<file path="src/core/scp_pkg.sv">
// constants and types shared by the serial configuration and power mode block
package scp_pkg;

  // ==========================================================
  // serial frame layout
  localparam int ADDR_W = 15;
  localparam int INSTR_BITS = 16;
  localparam int BYTE_BITS = 8;
  localparam int NUM_CHAN = 4;
  localparam int MODE_W = 2;

  // ==========================================================
  // register offsets
  localparam logic [14:0] OFF_CFG_A = 15'h0000;
  localparam logic [14:0] OFF_CFG_B = 15'h0001;
  localparam logic [14:0] OFF_POWER = 15'h0002;

  // ==========================================================
  // field positions
  localparam int CFGA_RESET_HI = 7;
  localparam int CFGA_LSB_HI = 6;
  localparam int CFGA_ASC_HI = 5;
  localparam int CFGA_ASC_LO = 2;
  localparam int CFGA_LSB_LO = 1;
  localparam int CFGA_RESET_LO = 0;
  localparam int CFGB_SINGLE = 7;
  localparam int CFGB_DP_RESET = 1;
  localparam int POWER_MODE_LO = 0;

  // ==========================================================
  // reset values
  localparam logic [7:0] RST_CFG_A = 8'h00;
  localparam logic [7:0] RST_CFG_B = 8'h00;
  localparam logic [7:0] RST_POWER = 8'h00;

  // ==========================================================
  // power mode codes
  localparam logic [1:0] MODE_NORMAL = 2'h0;
  localparam logic [1:0] MODE_STANDBY = 2'h2;
  localparam logic [1:0] MODE_POWERDOWN = 2'h3;

  // ==========================================================
  // host recovery time after a soft reset, kept for reference by software
  localparam int BOOT_WAIT_MS = 5;
  localparam int CLK_MHZ = 50;
  localparam int BOOT_WAIT_CYCLES = BOOT_WAIT_MS * CLK_MHZ * 1000;

  // ==========================================================
  // serial frame phases
  typedef enum logic [1:0] {
    PH_IDLE = 2'b00,
    PH_INSTR = 2'b01,
    PH_DATA = 2'b10,
    PH_HOLD = 2'b11
  } scp_phase_type;

endpackage

</file>
<file path="src/core/scp_config_regs.sv">
// serial register port with configuration and per-channel power mode registers
`timescale 1ns/1ns

// Operation
// - soft reset bits reset everything, self clear
// - bit order bit selects LSB or MSB first
// - multibyte transfers auto-increment the address
// - single instruction bit allows one transfer
// - datapath reset bit pulses, self clears
// - mode 00 is normal, power-up value
// - mode 10 gates datapath clocks only
// - mode 11 gates, resets, disables link, outputs
module scp_config_regs #(
  parameter int NUM_CHAN = scp_pkg::NUM_CHAN
) (
  input wire logic mclk,
  input wire logic rst_b,
  input wire logic sclk,
  input wire logic serial_select_n,
  input wire logic sdioIn,
  output logic sdioOut,
  output logic sdioOe,
  input wire logic [NUM_CHAN-1:0] channelSelect,
  output logic softResetPulse,
  output logic datapathResetPulse,
  output logic [NUM_CHAN-1:0] dpClockEnable,
  output logic [NUM_CHAN-1:0] dpHoldReset,
  output logic [NUM_CHAN-1:0] linkEnable,
  output logic [NUM_CHAN-1:0] outputEnable
);

  typedef struct packed {
    logic sclkMeta;
    logic sclkSync;
    logic sclkPrev;
    logic csMeta;
    logic csSync;
    logic sdioMeta;
    logic sdioSync;
    scp_pkg::scp_phase_type phase;
    logic [4:0] bitCnt;
    logic [15:0] instr;
    logic [14:0] addr;
    logic rw;
    logic [7:0] shiftIn;
    logic [7:0] shiftOut;
    logic sdioOut;
    logic sdioOe;
    logic lsbFirst;
    logic addrAscend;
    logic singleInstr;
    logic [2*NUM_CHAN-1:0] modes;
    logic softReset;
    logic dpReset;
  } scp_regs_type;

  localparam scp_regs_type RESET_STATE = '{
    csMeta: 1'b1,
    csSync: 1'b1,
    phase: scp_pkg::PH_IDLE,
    lsbFirst: scp_pkg::RST_CFG_A[scp_pkg::CFGA_LSB_LO],
    addrAscend: scp_pkg::RST_CFG_A[scp_pkg::CFGA_ASC_LO],
    singleInstr: scp_pkg::RST_CFG_B[scp_pkg::CFGB_SINGLE],
    modes: {NUM_CHAN{scp_pkg::RST_POWER[1:0]}},
    default: '0
  };

  scp_regs_type state_reg;
  scp_regs_type state_next;

  // ==========================================================
  // helpers
  // lowest selected channel answers a read, as with several selected
  function automatic logic [1:0] pickMode(input logic [2*NUM_CHAN-1:0] modes,
                                          input logic [NUM_CHAN-1:0] sel);
    logic [1:0] m;
    m = 2'h0;
    for (int i = NUM_CHAN - 1; i >= 0; i--) begin
      if (sel[i]) begin
        m = modes[2*i +: 2];
      end
    end
    return m;
  endfunction

  // read view; reserved and self-clearing bits read zero
  function automatic logic [7:0] readValue(input scp_regs_type s, input logic [14:0] a,
                                           input logic [NUM_CHAN-1:0] sel);
    logic [7:0] v;
    v = 8'h00;
    case (a)
      scp_pkg::OFF_CFG_A: begin
        v[scp_pkg::CFGA_LSB_HI] = s.lsbFirst;
        v[scp_pkg::CFGA_LSB_LO] = s.lsbFirst;
        v[scp_pkg::CFGA_ASC_HI] = s.addrAscend;
        v[scp_pkg::CFGA_ASC_LO] = s.addrAscend;
      end
      scp_pkg::OFF_CFG_B: begin
        v[scp_pkg::CFGB_SINGLE] = s.singleInstr;
      end
      scp_pkg::OFF_POWER: begin
        v[scp_pkg::POWER_MODE_LO +: 2] = pickMode(s.modes, sel);
      end
      default: begin
        v = 8'h00;
      end
    endcase
    return v;
  endfunction

  logic sclkRise;
  logic sclkFall;
  logic [15:0] instrShifted;
  logic [7:0] byteShifted;
  logic [14:0] addrInc;
  logic [7:0] readNow;

  // edges only from synchronised stages, never the first flop
  assign sclkRise = state_reg.sclkSync & ~state_reg.sclkPrev;
  assign sclkFall = ~state_reg.sclkSync & state_reg.sclkPrev;
  // both orders fill the same layout {rw, address} and {d7..d0}
  assign instrShifted = state_reg.lsbFirst ? {state_reg.sdioSync, state_reg.instr[15:1]} :
                        {state_reg.instr[14:0], state_reg.sdioSync};
  assign byteShifted = state_reg.lsbFirst ? {state_reg.sdioSync, state_reg.shiftIn[7:1]} :
                       {state_reg.shiftIn[6:0], state_reg.sdioSync};
  // both settings of the ascension field count upward
  assign addrInc = state_reg.addr + 15'h0001;
  assign readNow = readValue(state_reg, state_reg.addr, channelSelect);

  // ==========================================================
  // frame engine and register writes
  always_comb begin
    state_next = state_reg;
    state_next.softReset = 1'b0;
    state_next.dpReset = 1'b0;
    state_next.sclkMeta = sclk;
    state_next.sclkSync = state_reg.sclkMeta;
    state_next.sclkPrev = state_reg.sclkSync;
    state_next.csMeta = serial_select_n;
    state_next.csSync = state_reg.csMeta;
    state_next.sdioMeta = sdioIn;
    state_next.sdioSync = state_reg.sdioMeta;
    if (state_reg.softReset) begin
      // registers and port restart; rest of the frame is discarded
      state_next = RESET_STATE;
      state_next.sclkMeta = sclk;
      state_next.sclkSync = state_reg.sclkMeta;
      state_next.sclkPrev = state_reg.sclkSync;
      state_next.csMeta = serial_select_n;
      state_next.csSync = state_reg.csMeta;
      state_next.sdioMeta = sdioIn;
      state_next.sdioSync = state_reg.sdioMeta;
      state_next.phase = scp_pkg::PH_HOLD;
    end else if (state_reg.csSync) begin
      state_next.phase = scp_pkg::PH_IDLE;
      state_next.bitCnt = 5'h00;
      state_next.sdioOe = 1'b0;
    end else begin
      case (state_reg.phase)
        scp_pkg::PH_IDLE: begin
          state_next.phase = scp_pkg::PH_INSTR;
          state_next.bitCnt = 5'h00;
        end
        scp_pkg::PH_INSTR: begin
          if (sclkRise) begin
            state_next.instr = instrShifted;
            state_next.bitCnt = state_reg.bitCnt + 5'h01;
            if (state_reg.bitCnt == 5'(scp_pkg::INSTR_BITS - 1)) begin
              state_next.bitCnt = 5'h00;
              state_next.phase = scp_pkg::PH_DATA;
              state_next.rw = instrShifted[15];
              state_next.addr = instrShifted[14:0];
              if (instrShifted[15]) begin
                state_next.shiftOut = readValue(state_reg, instrShifted[14:0], channelSelect);
                state_next.sdioOut = state_reg.lsbFirst ? state_next.shiftOut[0] :
                                     state_next.shiftOut[7];
                state_next.sdioOe = 1'b1;
              end
            end
          end
        end
        scp_pkg::PH_DATA: begin
          if (sclkRise) begin
            state_next.shiftIn = byteShifted;
            state_next.bitCnt = state_reg.bitCnt + 5'h01;
            if (state_reg.bitCnt == 5'(scp_pkg::BYTE_BITS - 1)) begin
              state_next.bitCnt = 5'h00;
              state_next.addr = addrInc;
              if (!state_reg.rw) begin
                // unmapped addresses fall through and are ignored
                case (state_reg.addr)
                  scp_pkg::OFF_CFG_A: begin
                    if (byteShifted[scp_pkg::CFGA_RESET_HI] ||
                        byteShifted[scp_pkg::CFGA_RESET_LO]) begin
                      state_next.softReset = 1'b1;
                    end else begin
                      state_next.lsbFirst = byteShifted[scp_pkg::CFGA_LSB_HI] |
                                            byteShifted[scp_pkg::CFGA_LSB_LO];
                      state_next.addrAscend = byteShifted[scp_pkg::CFGA_ASC_HI] |
                                              byteShifted[scp_pkg::CFGA_ASC_LO];
                    end
                  end
                  scp_pkg::OFF_CFG_B: begin
                    state_next.singleInstr = byteShifted[scp_pkg::CFGB_SINGLE];
                    state_next.dpReset = byteShifted[scp_pkg::CFGB_DP_RESET];
                  end
                  scp_pkg::OFF_POWER: begin
                    for (int i = 0; i < NUM_CHAN; i++) begin
                      if (channelSelect[i]) begin
                        state_next.modes[2*i +: 2] = byteShifted[scp_pkg::POWER_MODE_LO +: 2];
                      end
                    end
                  end
                  default: begin
                    state_next.dpReset = 1'b0;
                  end
                endcase
              end
              if (state_reg.singleInstr) begin
                state_next.phase = scp_pkg::PH_HOLD;
                state_next.sdioOe = 1'b0;
              end else if (state_reg.rw) begin
                state_next.shiftOut = readValue(state_reg, addrInc, channelSelect);
                state_next.sdioOut = state_reg.lsbFirst ? state_next.shiftOut[0] :
                                     state_next.shiftOut[7];
              end
            end
          end else if (sclkFall && state_reg.rw && state_reg.bitCnt != 5'h00) begin
            // falling edge moves the next bit out ahead of the host's sample
            state_next.shiftOut = state_reg.lsbFirst ? {1'b0, state_reg.shiftOut[7:1]} :
                                  {state_reg.shiftOut[6:0], 1'b0};
            state_next.sdioOut = state_reg.lsbFirst ? state_reg.shiftOut[1] :
                                 state_reg.shiftOut[6];
          end
        end
        scp_pkg::PH_HOLD: begin
          state_next.sdioOe = 1'b0;
        end
        default: begin
          state_next.phase = scp_pkg::PH_IDLE;
        end
      endcase
    end
  end

  // single state register for the port and configuration; channel controls are registered in scp_chan_power
  always_ff @(posedge mclk or negedge rst_b) begin
    if (!rst_b) begin
      state_reg <= RESET_STATE;
    end else begin
      state_reg <= state_next;
    end
  end

  assign sdioOut = state_reg.sdioOut;
  assign sdioOe = state_reg.sdioOe;
  assign softResetPulse = state_reg.softReset;
  assign datapathResetPulse = state_reg.dpReset;

  // ==========================================================
  // per-channel power controls
  for (genvar g = 0; g < NUM_CHAN; g++) begin : gChan
    scp_chan_power #(
      .MODE_W(scp_pkg::MODE_W)
    ) uPower (
      .mclk(mclk),
      .rst_b(rst_b),
      .powerMode(state_reg.modes[2*g +: 2]),
      .dpSoftReset(state_reg.dpReset),
      .clockEnable(dpClockEnable[g]),
      .holdReset(dpHoldReset[g]),
      .linkEnable(linkEnable[g]),
      .outputEnable(outputEnable[g])
    );
  end

  // ==========================================================
  // checks
  chk_softreset_clears: assert property (@(posedge mclk) disable iff (!rst_b)
    softResetPulse |=> (!state_reg.lsbFirst && !state_reg.addrAscend &&
      !state_reg.singleInstr && state_reg.modes == '0 && !softResetPulse && !sdioOe))
    else $error("soft reset left state behind");
  chk_bit_order: assert property (@(posedge mclk) disable iff (!rst_b)
    $rose(sdioOe) |-> (sdioOut == (state_reg.lsbFirst ? state_reg.shiftOut[0] :
      state_reg.shiftOut[7])))
    else $error("first read bit in wrong order");
  chk_addr_increment: assert property (@(posedge mclk) disable iff (!rst_b)
    (state_reg.phase == scp_pkg::PH_DATA && sclkRise && state_reg.bitCnt == 5'h07 &&
      !state_reg.csSync && !state_reg.softReset) |=>
      (state_reg.addr == $past(state_reg.addr) + 15'h0001))
    else $error("address did not increment");
  chk_single_stop: assert property (@(posedge mclk) disable iff (!rst_b)
    (state_reg.phase == scp_pkg::PH_DATA && sclkRise && state_reg.bitCnt == 5'h07 &&
      state_reg.singleInstr && !state_reg.csSync && !state_reg.softReset) |=>
      (state_reg.phase == scp_pkg::PH_HOLD && !sdioOe))
    else $error("single instruction frame kept streaming");
  chk_dp_reset_pulse: assert property (@(posedge mclk) disable iff (!rst_b)
    datapathResetPulse |=> (!datapathResetPulse && dpHoldReset == '1))
    else $error("datapath reset not a single self-clearing pulse");
  chk_reserved_zero: assert property (@(posedge mclk) disable iff (!rst_b)
    (state_reg.addr == scp_pkg::OFF_CFG_A) |->
      (readNow[4:3] == 2'b00 && readNow[7] == 1'b0 && readNow[0] == 1'b0))
    else $error("reserved bit reads nonzero");
  chk_mirror_equal: assert property (@(posedge mclk) disable iff (!rst_b)
    (state_reg.addr == scp_pkg::OFF_CFG_A) |->
      (readNow[6] == readNow[1] && readNow[5] == readNow[2]))
    else $error("mirrored fields disagree");
  chk_cs_releases: assert property (@(posedge mclk) disable iff (!rst_b)
    state_reg.csSync |=> (!sdioOe && state_reg.phase == scp_pkg::PH_IDLE) or
      $past(state_reg.softReset))
    else $error("port not released with chip select high");

endmodule

</file>
<file path="src/core/scp_chan_power.sv">
// per-channel decode of the power mode into datapath and link controls
`timescale 1ns/1ns

module scp_chan_power #(
  parameter int MODE_W = 2
) (
  input wire logic mclk,
  input wire logic rst_b,
  input wire logic [MODE_W-1:0] powerMode,
  input wire logic dpSoftReset,
  output logic clockEnable,
  output logic holdReset,
  output logic linkEnable,
  output logic outputEnable
);

  typedef struct packed {
    logic clkEn;
    logic hold;
    logic link;
    logic outEn;
  } scp_chan_type;

  scp_chan_type state_reg;
  scp_chan_type state_next;

  // ==========================================================
  // mode decode; code 01 is undocumented and treated as normal
  always_comb begin
    state_next = '{clkEn: 1'b1, hold: dpSoftReset, link: 1'b1, outEn: 1'b1};
    case (powerMode)
      scp_pkg::MODE_STANDBY: begin
        state_next.clkEn = 1'b0;
      end
      scp_pkg::MODE_POWERDOWN: begin
        state_next = '{clkEn: 1'b0, hold: 1'b1, link: 1'b0, outEn: 1'b0};
      end
      default: begin
        state_next.clkEn = 1'b1;
      end
    endcase
  end

  // registered so the controls leave the block glitch free
  always_ff @(posedge mclk or negedge rst_b) begin
    if (!rst_b) begin
      state_reg <= '{clkEn: 1'b1, hold: 1'b0, link: 1'b1, outEn: 1'b1};
    end else begin
      state_reg <= state_next;
    end
  end

  assign clockEnable = state_reg.clkEn;
  assign holdReset = state_reg.hold;
  assign linkEnable = state_reg.link;
  assign outputEnable = state_reg.outEn;

  // ==========================================================
  // checks
  chk_normal_mode: assert property (@(posedge mclk) disable iff (!rst_b)
    (powerMode == scp_pkg::MODE_NORMAL && !dpSoftReset) |=>
      (clockEnable && !holdReset && linkEnable && outputEnable))
    else $error("normal mode does not run the channel");
  chk_standby_mode: assert property (@(posedge mclk) disable iff (!rst_b)
    (powerMode == scp_pkg::MODE_STANDBY) |=> (!clockEnable && linkEnable && outputEnable))
    else $error("standby mode controls wrong");
  chk_powerdown_mode: assert property (@(posedge mclk) disable iff (!rst_b)
    (powerMode == scp_pkg::MODE_POWERDOWN) |=>
      (!clockEnable && holdReset && !linkEnable && !outputEnable))
    else $error("power-down mode controls wrong");

endmodule

</file>
<file path="config.mk">
export PLATFORM = sky130hd
export DESIGN_NAME = scp_config_regs
export DESIGN_NICKNAME = d
export VERILOG_FILES = /design/src/core/scp_pkg.sv /design/src/core/scp_config_regs.sv /design/src/core/scp_chan_power.sv
export SDC_FILE = /design/constraint.sdc
export NUM_CORES = 1
export LEC_CHECK = 0
export ABC_AREA = 1
export BUFFER_PORTS_ARGS = -buffer_cell sky130_fd_sc_hd__buf_4
export CAP_MARGIN = 0
export CELL_PAD_IN_SITES_DETAIL_PLACEMENT = 0
export CELL_PAD_IN_SITES_GLOBAL_PLACEMENT = 1
export CORE_UTILIZATION = 23
export CTS_BUF_LIST = sky130_fd_sc_hd__clkbuf_8
export DETAILED_ROUTE_END_ITERATION = 6
export PLACE_DENSITY_LB_ADDON = 0.1
export SYNTH_ARGS = -nofsm -noshare
export SYNTH_HDL_FRONTEND = slang
export SYNTH_SLANG_ARGS = --single-unit
</file>
<file path="constraint.sdc">
create_clock -name mclk -period 2.4 [get_ports mclk]
set_clock_uncertainty 0.15 [all_clocks]
set_input_delay 0.24 -clock mclk [delete_from_list [all_inputs] [get_ports mclk]]
set_output_delay 0.24 -clock mclk [all_outputs]
set_load 0.005 [all_outputs]
</file>
==> results of run 1 <==
-- per-layer routing --
| layer | wire length, µm | share of wire | up-vias |
|---|---|---|---|
| li1 | - | - | 2263 |
| met1 | 7330 | 0.49 | 2082 |
| met2 | 6900 | 0.46 | 72 |
| met3 | 488 | 0.033 | 11 |
| met4 | 131 | 0.0088 | 0 |
| met5 | 0 | 0 | - |
-- placed cells by master (no fill, tap or decap), drive strengths merged, types with 2 or more instances in the layout --
cell type	Yosys	layout
nand3	45	45
buf	24	59
nand2	143	143
xor2	5	5
inv	95	99
o211ai	5	5
clkinv	1	2
ha	12	12
dfstp	10	10
nor3	12	12
clkbuf	8	9
o22ai	19	19
a21oi	31	31
o2bb2ai	2	2
o31ai	2	2
nor2	74	74
dlygate4sd3	0	4
o21ai	84	84
dfrtp	79	79
nand4	11	11
-- timing repair --
action,4_1_cts,5_1_grt
setup endpoints to repair,2,27
pin swaps,0,1
hold buffers,4,0
gates resized for setup,1,11
buffers inserted,0,4
endpoints found under the hold margin,35,0
-- worst reg2reg max path, stage by stage (launching register included) --
cell	delay [ns]
dfrtp_1	0.37
ha_2	0.20
nand2_1	0.08
nor2_2	0.10
ha_1	0.14
inv_1	0.06
nand2_1	0.10
nand2_1	0.12
o21ai_0	0.37
nand3_1	0.17
o22a_1	0.23
-- worst max-delay path by stage --
stage             startpoint       endpoint  depth (start not counted)  slack [ns]
2_1_floorplan  state_reg[63]  state_reg[17]                         12        0.41
3_3_place_gp   state_reg[63]  state_reg[17]                         12        0.09
3_5_place_dp   state_reg[63]  state_reg[20]                         12       -0.01
4_1_cts        state_reg[63]  state_reg[45]                         14        0.04
5_1_grt        state_reg[63]  state_reg[20]                         12      -0.007
6_report       state_reg[63]         sdioOe                         10        0.18
-- where the power goes --
part           switching, W  leakage (nW)  internal, W  total, W
Clock              0.000634         0.101     0.000499   0.00113
Sequential         0.000104          1.18      0.00162   0.00173
Combinational      0.000630          1.42     0.000359  0.000989
-- layout make-up --
class                   instances  area share
multi-input cells             455       0.386
clock buffers                   9      0.0207
well taps                     275      0.0575
flip-flops and latches         89       0.374
inverters                      96      0.0603
clock inverters                 7      0.0136
repair buffers                 63      0.0870
-- stage by stage --
step                TNS [ns]   util  hold WS (ns)  worst slack, ns
CTS                        0  0.278        0.0891           0.0437
global placement           0  0.266         0.127           0.0853
detailed placement   -0.0106  0.266         0.133         -0.00953
floorplan                  0      -        -0.206            0.414
global route         -0.0128  0.281        0.0916         -0.00728
finish                     0  0.281        0.0496            0.183
-- logic make-up (layout without fill, tap and decap cells) --
family	count (synthesis)	after routing	synth area share
buffers and inverters	128	175	0.109
adders and majority gates	12	12	0.0297
and+or+nand+nor	286	286	0.244
AOI/OAI and AO/OA	151	151	0.164
xor gates and xnor gates	6	6	0.0104
DFF	89	89	0.443
==> run_results.csv, run 1 <==
group,metric,value,unit
outcome,outcome,"complete, no violations",
placement,place_congestion,0.798,
floorplan,die_w,150,µm
critical_path,worstPathCellList,"ha_2 > nand2_1 > nor2_2 > ha_1 > inv_1 > nand2_1 > nand2_1 > o21ai_0 > nand3_1 > o22a_1",
critical_path,path_delay_family,"compound AO/OA/AOI/OAI gates",
critical_path,worst-path-buf-inv,1,
layout,multi_input_area,2310,µm²
routing,drt_iter0_drc,283,
floorplan,row_count,53,
synthesis,synthCells,672,
routing,antenna_left,0,
floorplan,die_y,150,µm
synthesis,synth_area_per_cell,7.53,µm²
clock_network,worstSkewPairLatency,0.38,ns
global_routing,grt_first_pass_wirelength,24600,µm
global_routing,use_met1,0.197,
global_routing,grtUsageMet3,0.0239,
layout,nets,735,
layout,largest_reg_flops,69,
routing,drt_wl_total,14900,µm
placement,portBuffers,28,
critical_path,worstSetupPathType,"reg -> reg",
placement,dp.cells,970,
routing,wire_per_inst,14.9,µm
hold_path,min-delay-start,"channelSelect[3]",
synthesis,ys_types,38,
sta,worst_slew_pin_slew,0.580,ns
sta,clock.fmax,0.451,GHz
power,finalPower,0.00385,W
critical_path,crit_top_cell,"nand2_1",
layout,drive_above_1_share,0.152,
clock_network,numCtsBuffers,9,
critical_path,start_kind,"flip-flop",
routing,drc_errors,0,
critical_path,cp.arrival,2.33,ns
global_routing,grtUsageMet2,0.234,
global_routing,grt_pass1_vias,4456,
sta,hold_viol,0,
synthesis,synth_top_area_share,0.391,
global_routing,top_usage_layer,"met2",
sta,slew_viol_final,0,
routing,via_per_inst,4.45,
placement,dpl-instance-area,5660,µm²
layout,fin_cells,994,
hold_path,worstHoldPathCells,4,
layout,num-fill-cells,2346,
synthesis,yosysMostFrequentCell,"nand2_1",
sta,fin_crit_sh,0.924,
synthesis,yosys-top-cells-count,"nand2_1 (143), inv_1 (91), dfrtp_1 (79)",
floorplan,pin_count,29,
clock_network,cts_tree,"built",
synthesis,synth_flop_cell,"dfrtp_1",
routing,first_pass_iters,4,
power,power-per-cell-area,644,nW/µm²
clock_network,cts_buffer_depth,2,
sta,fin_crit,2.22,ns
floorplan,fp.coreArea,21300,µm²
global_routing,grt_overflow,0,
critical_path,cpMaxStageDelayCell,"dfrtp_1",
synthesis,synth-seq-cells,89,
synthesis,syn-num-nets,693,
routing,via_count,4428,
critical_path,reg2reg_setup_slack,0.18,ns
sta,finalSetupViolations,0,
critical_path,max_stage_delay,0.37,ns
critical_path,r2r-end,"sdioOe",
clock_network,cts_max_level,3,
synthesis,ys_warn_count,0,
hold_path,whs_endpoint,"state_reg[8]",
critical_path,cp.required,2.52,ns
clock_network,clockRootBuffer,"clkbuf_8",
power,p_leak,2.71,nW
critical_path,r2r-start,"state_reg[63]",
clock_network,cts.sinks,89,
synthesis,yosysSeqAreaShare,0.443,
synthesis,async_reset_ff_frac,1.00,
synthesis,synthesis.area,5060,µm²
layout,postLayoutCellArea,5980,µm²
synthesis,synth_edf_count,0,
layout,diodes,0,
sta,slew_headroom,0.613,
job,drv_cap,0,
critical_path,r2r_cells,10,
critical_path,path_max_fanout,3,
critical_path,endpoint_kind,"flip-flop",
synthesis,yosys.area.top_type,"dfrtp_1",
layout,area_growth,18.2,%
layout,seq_area,2240,µm²
clock_network,clkTransAtPathRegs,0.11,ns
global_routing,grt_max_degree,39,
power,peakVddDrop,0.269,mV
placement,dp_hpwl,11300,µm
hold_path,hp-class,"in -> reg",
global_routing,grt_util_all_layers,0.143,
synthesis,synth_top_cells_by_area,"dfrtp_1 (39%), nand2_1 (11%), inv_1 (6.8%)",
floorplan,start_util,0.238,
global_routing,antenna_found_initial,0,
floorplan,dieArea,22600,µm²
(Power assumes the default switching activity.)
==> run 2, diff against run 1 <==
--- a/config.mk
+++ b/config.mk
@@ -5,7 +5,6 @@
 export SDC_FILE = /design/constraint.sdc
 export NUM_CORES = 1
 export LEC_CHECK = 0
-export ABC_AREA = 1
 export BUFFER_PORTS_ARGS = -buffer_cell sky130_fd_sc_hd__buf_4
 export CAP_MARGIN = 0
 export CELL_PAD_IN_SITES_DETAIL_PLACEMENT = 0
@@ -13,7 +12,7 @@
 export CORE_UTILIZATION = 23
 export CTS_BUF_LIST = sky130_fd_sc_hd__clkbuf_8
 export DETAILED_ROUTE_END_ITERATION = 6
-export PLACE_DENSITY_LB_ADDON = 0.1
+export PLACE_DENSITY = 0.45
 export SYNTH_ARGS = -nofsm -noshare
 export SYNTH_HDL_FRONTEND = slang
 export SYNTH_SLANG_ARGS = --single-unit
==> run_results.csv, run 2 <==
group,metric,value,unit
synthesis,ys_warn_count,0,
routing,via_per_inst,4.86,
sta,slew_headroom,0.594,
synthesis,yosys-top-cells-count,"dfrtp_1 (79), nor2_1 (62), nand2_1 (46)",
floorplan,pin_count,29,
critical_path,cp.required,2.55,ns
layout,postLayoutCoreUtil,0.300,
routing,drt_iter0_drc,222,
placement,portBuffers,28,
sta,fin_crit_sh,1.02,
synthesis,async_reset_ff_frac,1.00,
floorplan,row_count,54,
clock_network,numCtsBuffers,9,
sta,fin_ws,-0.0405,ns
synthesis,synth_top_area_share,0.382,
routing,drc_errors,12,
synthesis,synth-seq-cells,89,
global_routing,antenna_found_initial,0,
synthesis,synth_flop_cell,"dfrtp_1",
clock_network,cts_tree,"built",
hold_path,hp-class,"in -> reg",
hold_path,worstHoldPathCells,3,
clock_network,worstSkewPairLatency,0.37,ns
floorplan,fp.coreArea,22000,µm²
synthesis,yosys.area.top_type,"dfrtp_1",
clock_network,clkTransAtPathRegs,0.09,ns
sta,worst_slew_pin_slew,0.592,ns
global_routing,grt_overflow,0,
power,power-per-cell-area,578,nW/µm²
synthesis,synth_area_per_cell,9.30,µm²
critical_path,r2r-start,"state_reg[64]",
clock_network,clockRootBuffer,"clkbuf_8",
clock_network,cts_buffer_depth,2,
global_routing,grt_util_all_layers,0.139,
power,p_leak,2.74,nW
placement,dp.cells,883,
floorplan,die_w,152,µm
synthesis,ys_types,61,
synthesis,synthesis.area,5180,µm²
sta,clock.fmax,0.410,GHz
layout,drive_above_1_share,0.333,
global_routing,grt_first_pass_wirelength,24900,µm
floorplan,die_y,152,µm
layout,layout_commonest_cell,"buf_4",
routing,wire_per_inst,17.1,µm
critical_path,r2r_cells,9,
layout,final_cell_mix,"buf_4 (97), dfrtp_1 (74), nor2_1 (57)",
synthesis,synth_edf_count,0,
global_routing,grt_max_degree,45,
sta,rsz0062_at_grt,"yes",
clock_network,cts.sinks,89,
hold_path,min-delay-start,"channelSelect[3]",
routing,antenna_left,0,
job,drv_cap,0,
routing,drt_wl_total,15600,µm
synthesis,syn-num-nets,578,
outcome,violations,"design-rule violations, negative setup slack",
outcome,outcome,"finished, violations left",
critical_path,cp.arrival,2.59,ns
critical_path,reg2reg_setup_slack,-0.04,ns
synthesis,yosysSeqAreaShare,0.433,
sta,slew_viol_final,0,
power,peakVddDrop,0.210,mV
critical_path,r2r-end,"state_reg[16]",
hold_path,whs_endpoint,"state_reg[9]",
layout,largest_reg_flops,69,
synthesis,yosysMostFrequentCell,"dfrtp_1",
synthesis,synthCells,557,
synthesis,synth_top_cells_by_area,"dfrtp_1 (38%), mux2i_1 (5.6%), dfstp_2 (5.1%)",
sta,finalSetupViolations,1,
layout,num-fill-cells,2277,
routing,first_pass_iters,7,
sta,fin_crit,2.44,ns
critical_path,worstSetupPathType,"reg -> reg",
layout,area_growth,27.3,%
layout,fin_cells,911,
floorplan,dieArea,23100,µm²
clock_network,cts_max_level,3,
layout,diodes,0,
critical_path,start_kind,"flip-flop",
global_routing,grt_pass1_vias,4392,
placement,dp_hpwl,11600,µm
placement,place_congestion,0.816,
routing,via_count,4432,
critical_path,endpoint_kind,"flip-flop",
critical_path,path_max_fanout,3,
floorplan,start_util,0.236,
layout,nets,647,
sta,hold_viol,0,
run 2: changes by cell type after synthesis, sizes merged, moves of 12 or more:
cell    change
a211oi     +15
nor2       -12
o22ai      -18
mux2i      +29
clkbuf     +16
nand3      -35
inv        -77
o21ai      -53
mux2       +22
nand2      -97
run 2: cell type report:
cell class | instances | area, µm² | area share
inverter | 18 | 67.6 | 0.0102
timing repair buffer | 107 | 862 | 0.131
clock buffer | 11 | 151 | 0.0230
multi-input combinational | 401 | 2860 | 0.434
clock inverter | 5 | 55.1 | 0.00835
sequential | 89 | 2250 | 0.341
tap | 280 | 350 | 0.0531
run 2: timing repair:
| action | in CTS | in global routing |
|---|---|---|
| pin swaps | 1 | 14 |
| gates resized for setup | 8 | 56 |
| buffers inserted | 2 | 6 |
| endpoints found under the setup margin | 14 | 32 |
| hold buffers | 4 | 0 |
| gates cloned | 0 | 0 |
| hold endpoints to repair | 31 | 0 |
run 2: report_power, final:
group | internal, W | switching, W
Sequential | 0.00163 | 0.000144
Clock | 0.000535 | 0.000568
Combinational | 0.000419 | 0.000512
run 2: stage by stage:
step	total power (W)	setup slack, ns	cell area, µm²	hold WS (ns)	TNS [ns]
3_5_place_dp	0.00270	-0.0200	6030	0.0736	-0.0726
2_1_floorplan	0.00228	0.0108	5190	-0.206	0
4_1_cts	0.00386	0.00313	6330	0.0948	0
5_1_grt	0.00408	-0.153	6590	0.117	-1.22
6_report	0.00381	-0.0405	6590	0.123	-0.0405
3_3_place_gp	0.00270	-0.0875	6030	0.0717	-0.0875
run 2: worst max path at each step:
stage | startpoint | endpoint | slack (ns) | cells past startpoint
floorplan | state_reg[63] | state_reg[16] | 0.01 | 9
detailed placement | state_reg[63] | state_reg[15] | -0.02 | 8
finish | state_reg[64] | state_reg[16] | -0.04 | 9
global route | state_reg[64] | state_reg[16] | -0.15 | 9
CTS | state_reg[68] | state_reg[6] | 0.003 | 8
global placement | state_reg[33] | state_reg[20] | -0.09 | 8
run 2: cell families after synthesis:
| logic type | synth area share |
|---|---|
| compound gates | 0.169 |
| xor+xnor | 0.00169 |
| fa+ha+maj | 0.0290 |
| buf+inv | 0.0614 |
| flops | 0.433 |
| mux | 0.104 |
| simple gates | 0.203 |
run 2: worst max-delay path: stages (launching register included):
cell and delay, ns:
dfrtp_1 0.39, ha_2 0.19, nand3_2 0.07, inv_2 0.07
ha_4 0.14, nand2_2 0.06, o32a_1 0.38, a211o_1 0.33
or4_1 0.47, o21ai_1 0.12
run 2: routing by layer:
layer / track usage / routed length [µm]
met1: 0.182 / 7200
met2: 0.229 / 7510
met3: 0.0228 / 605
met4: 0.0505 / 250
met5: 0 / 0
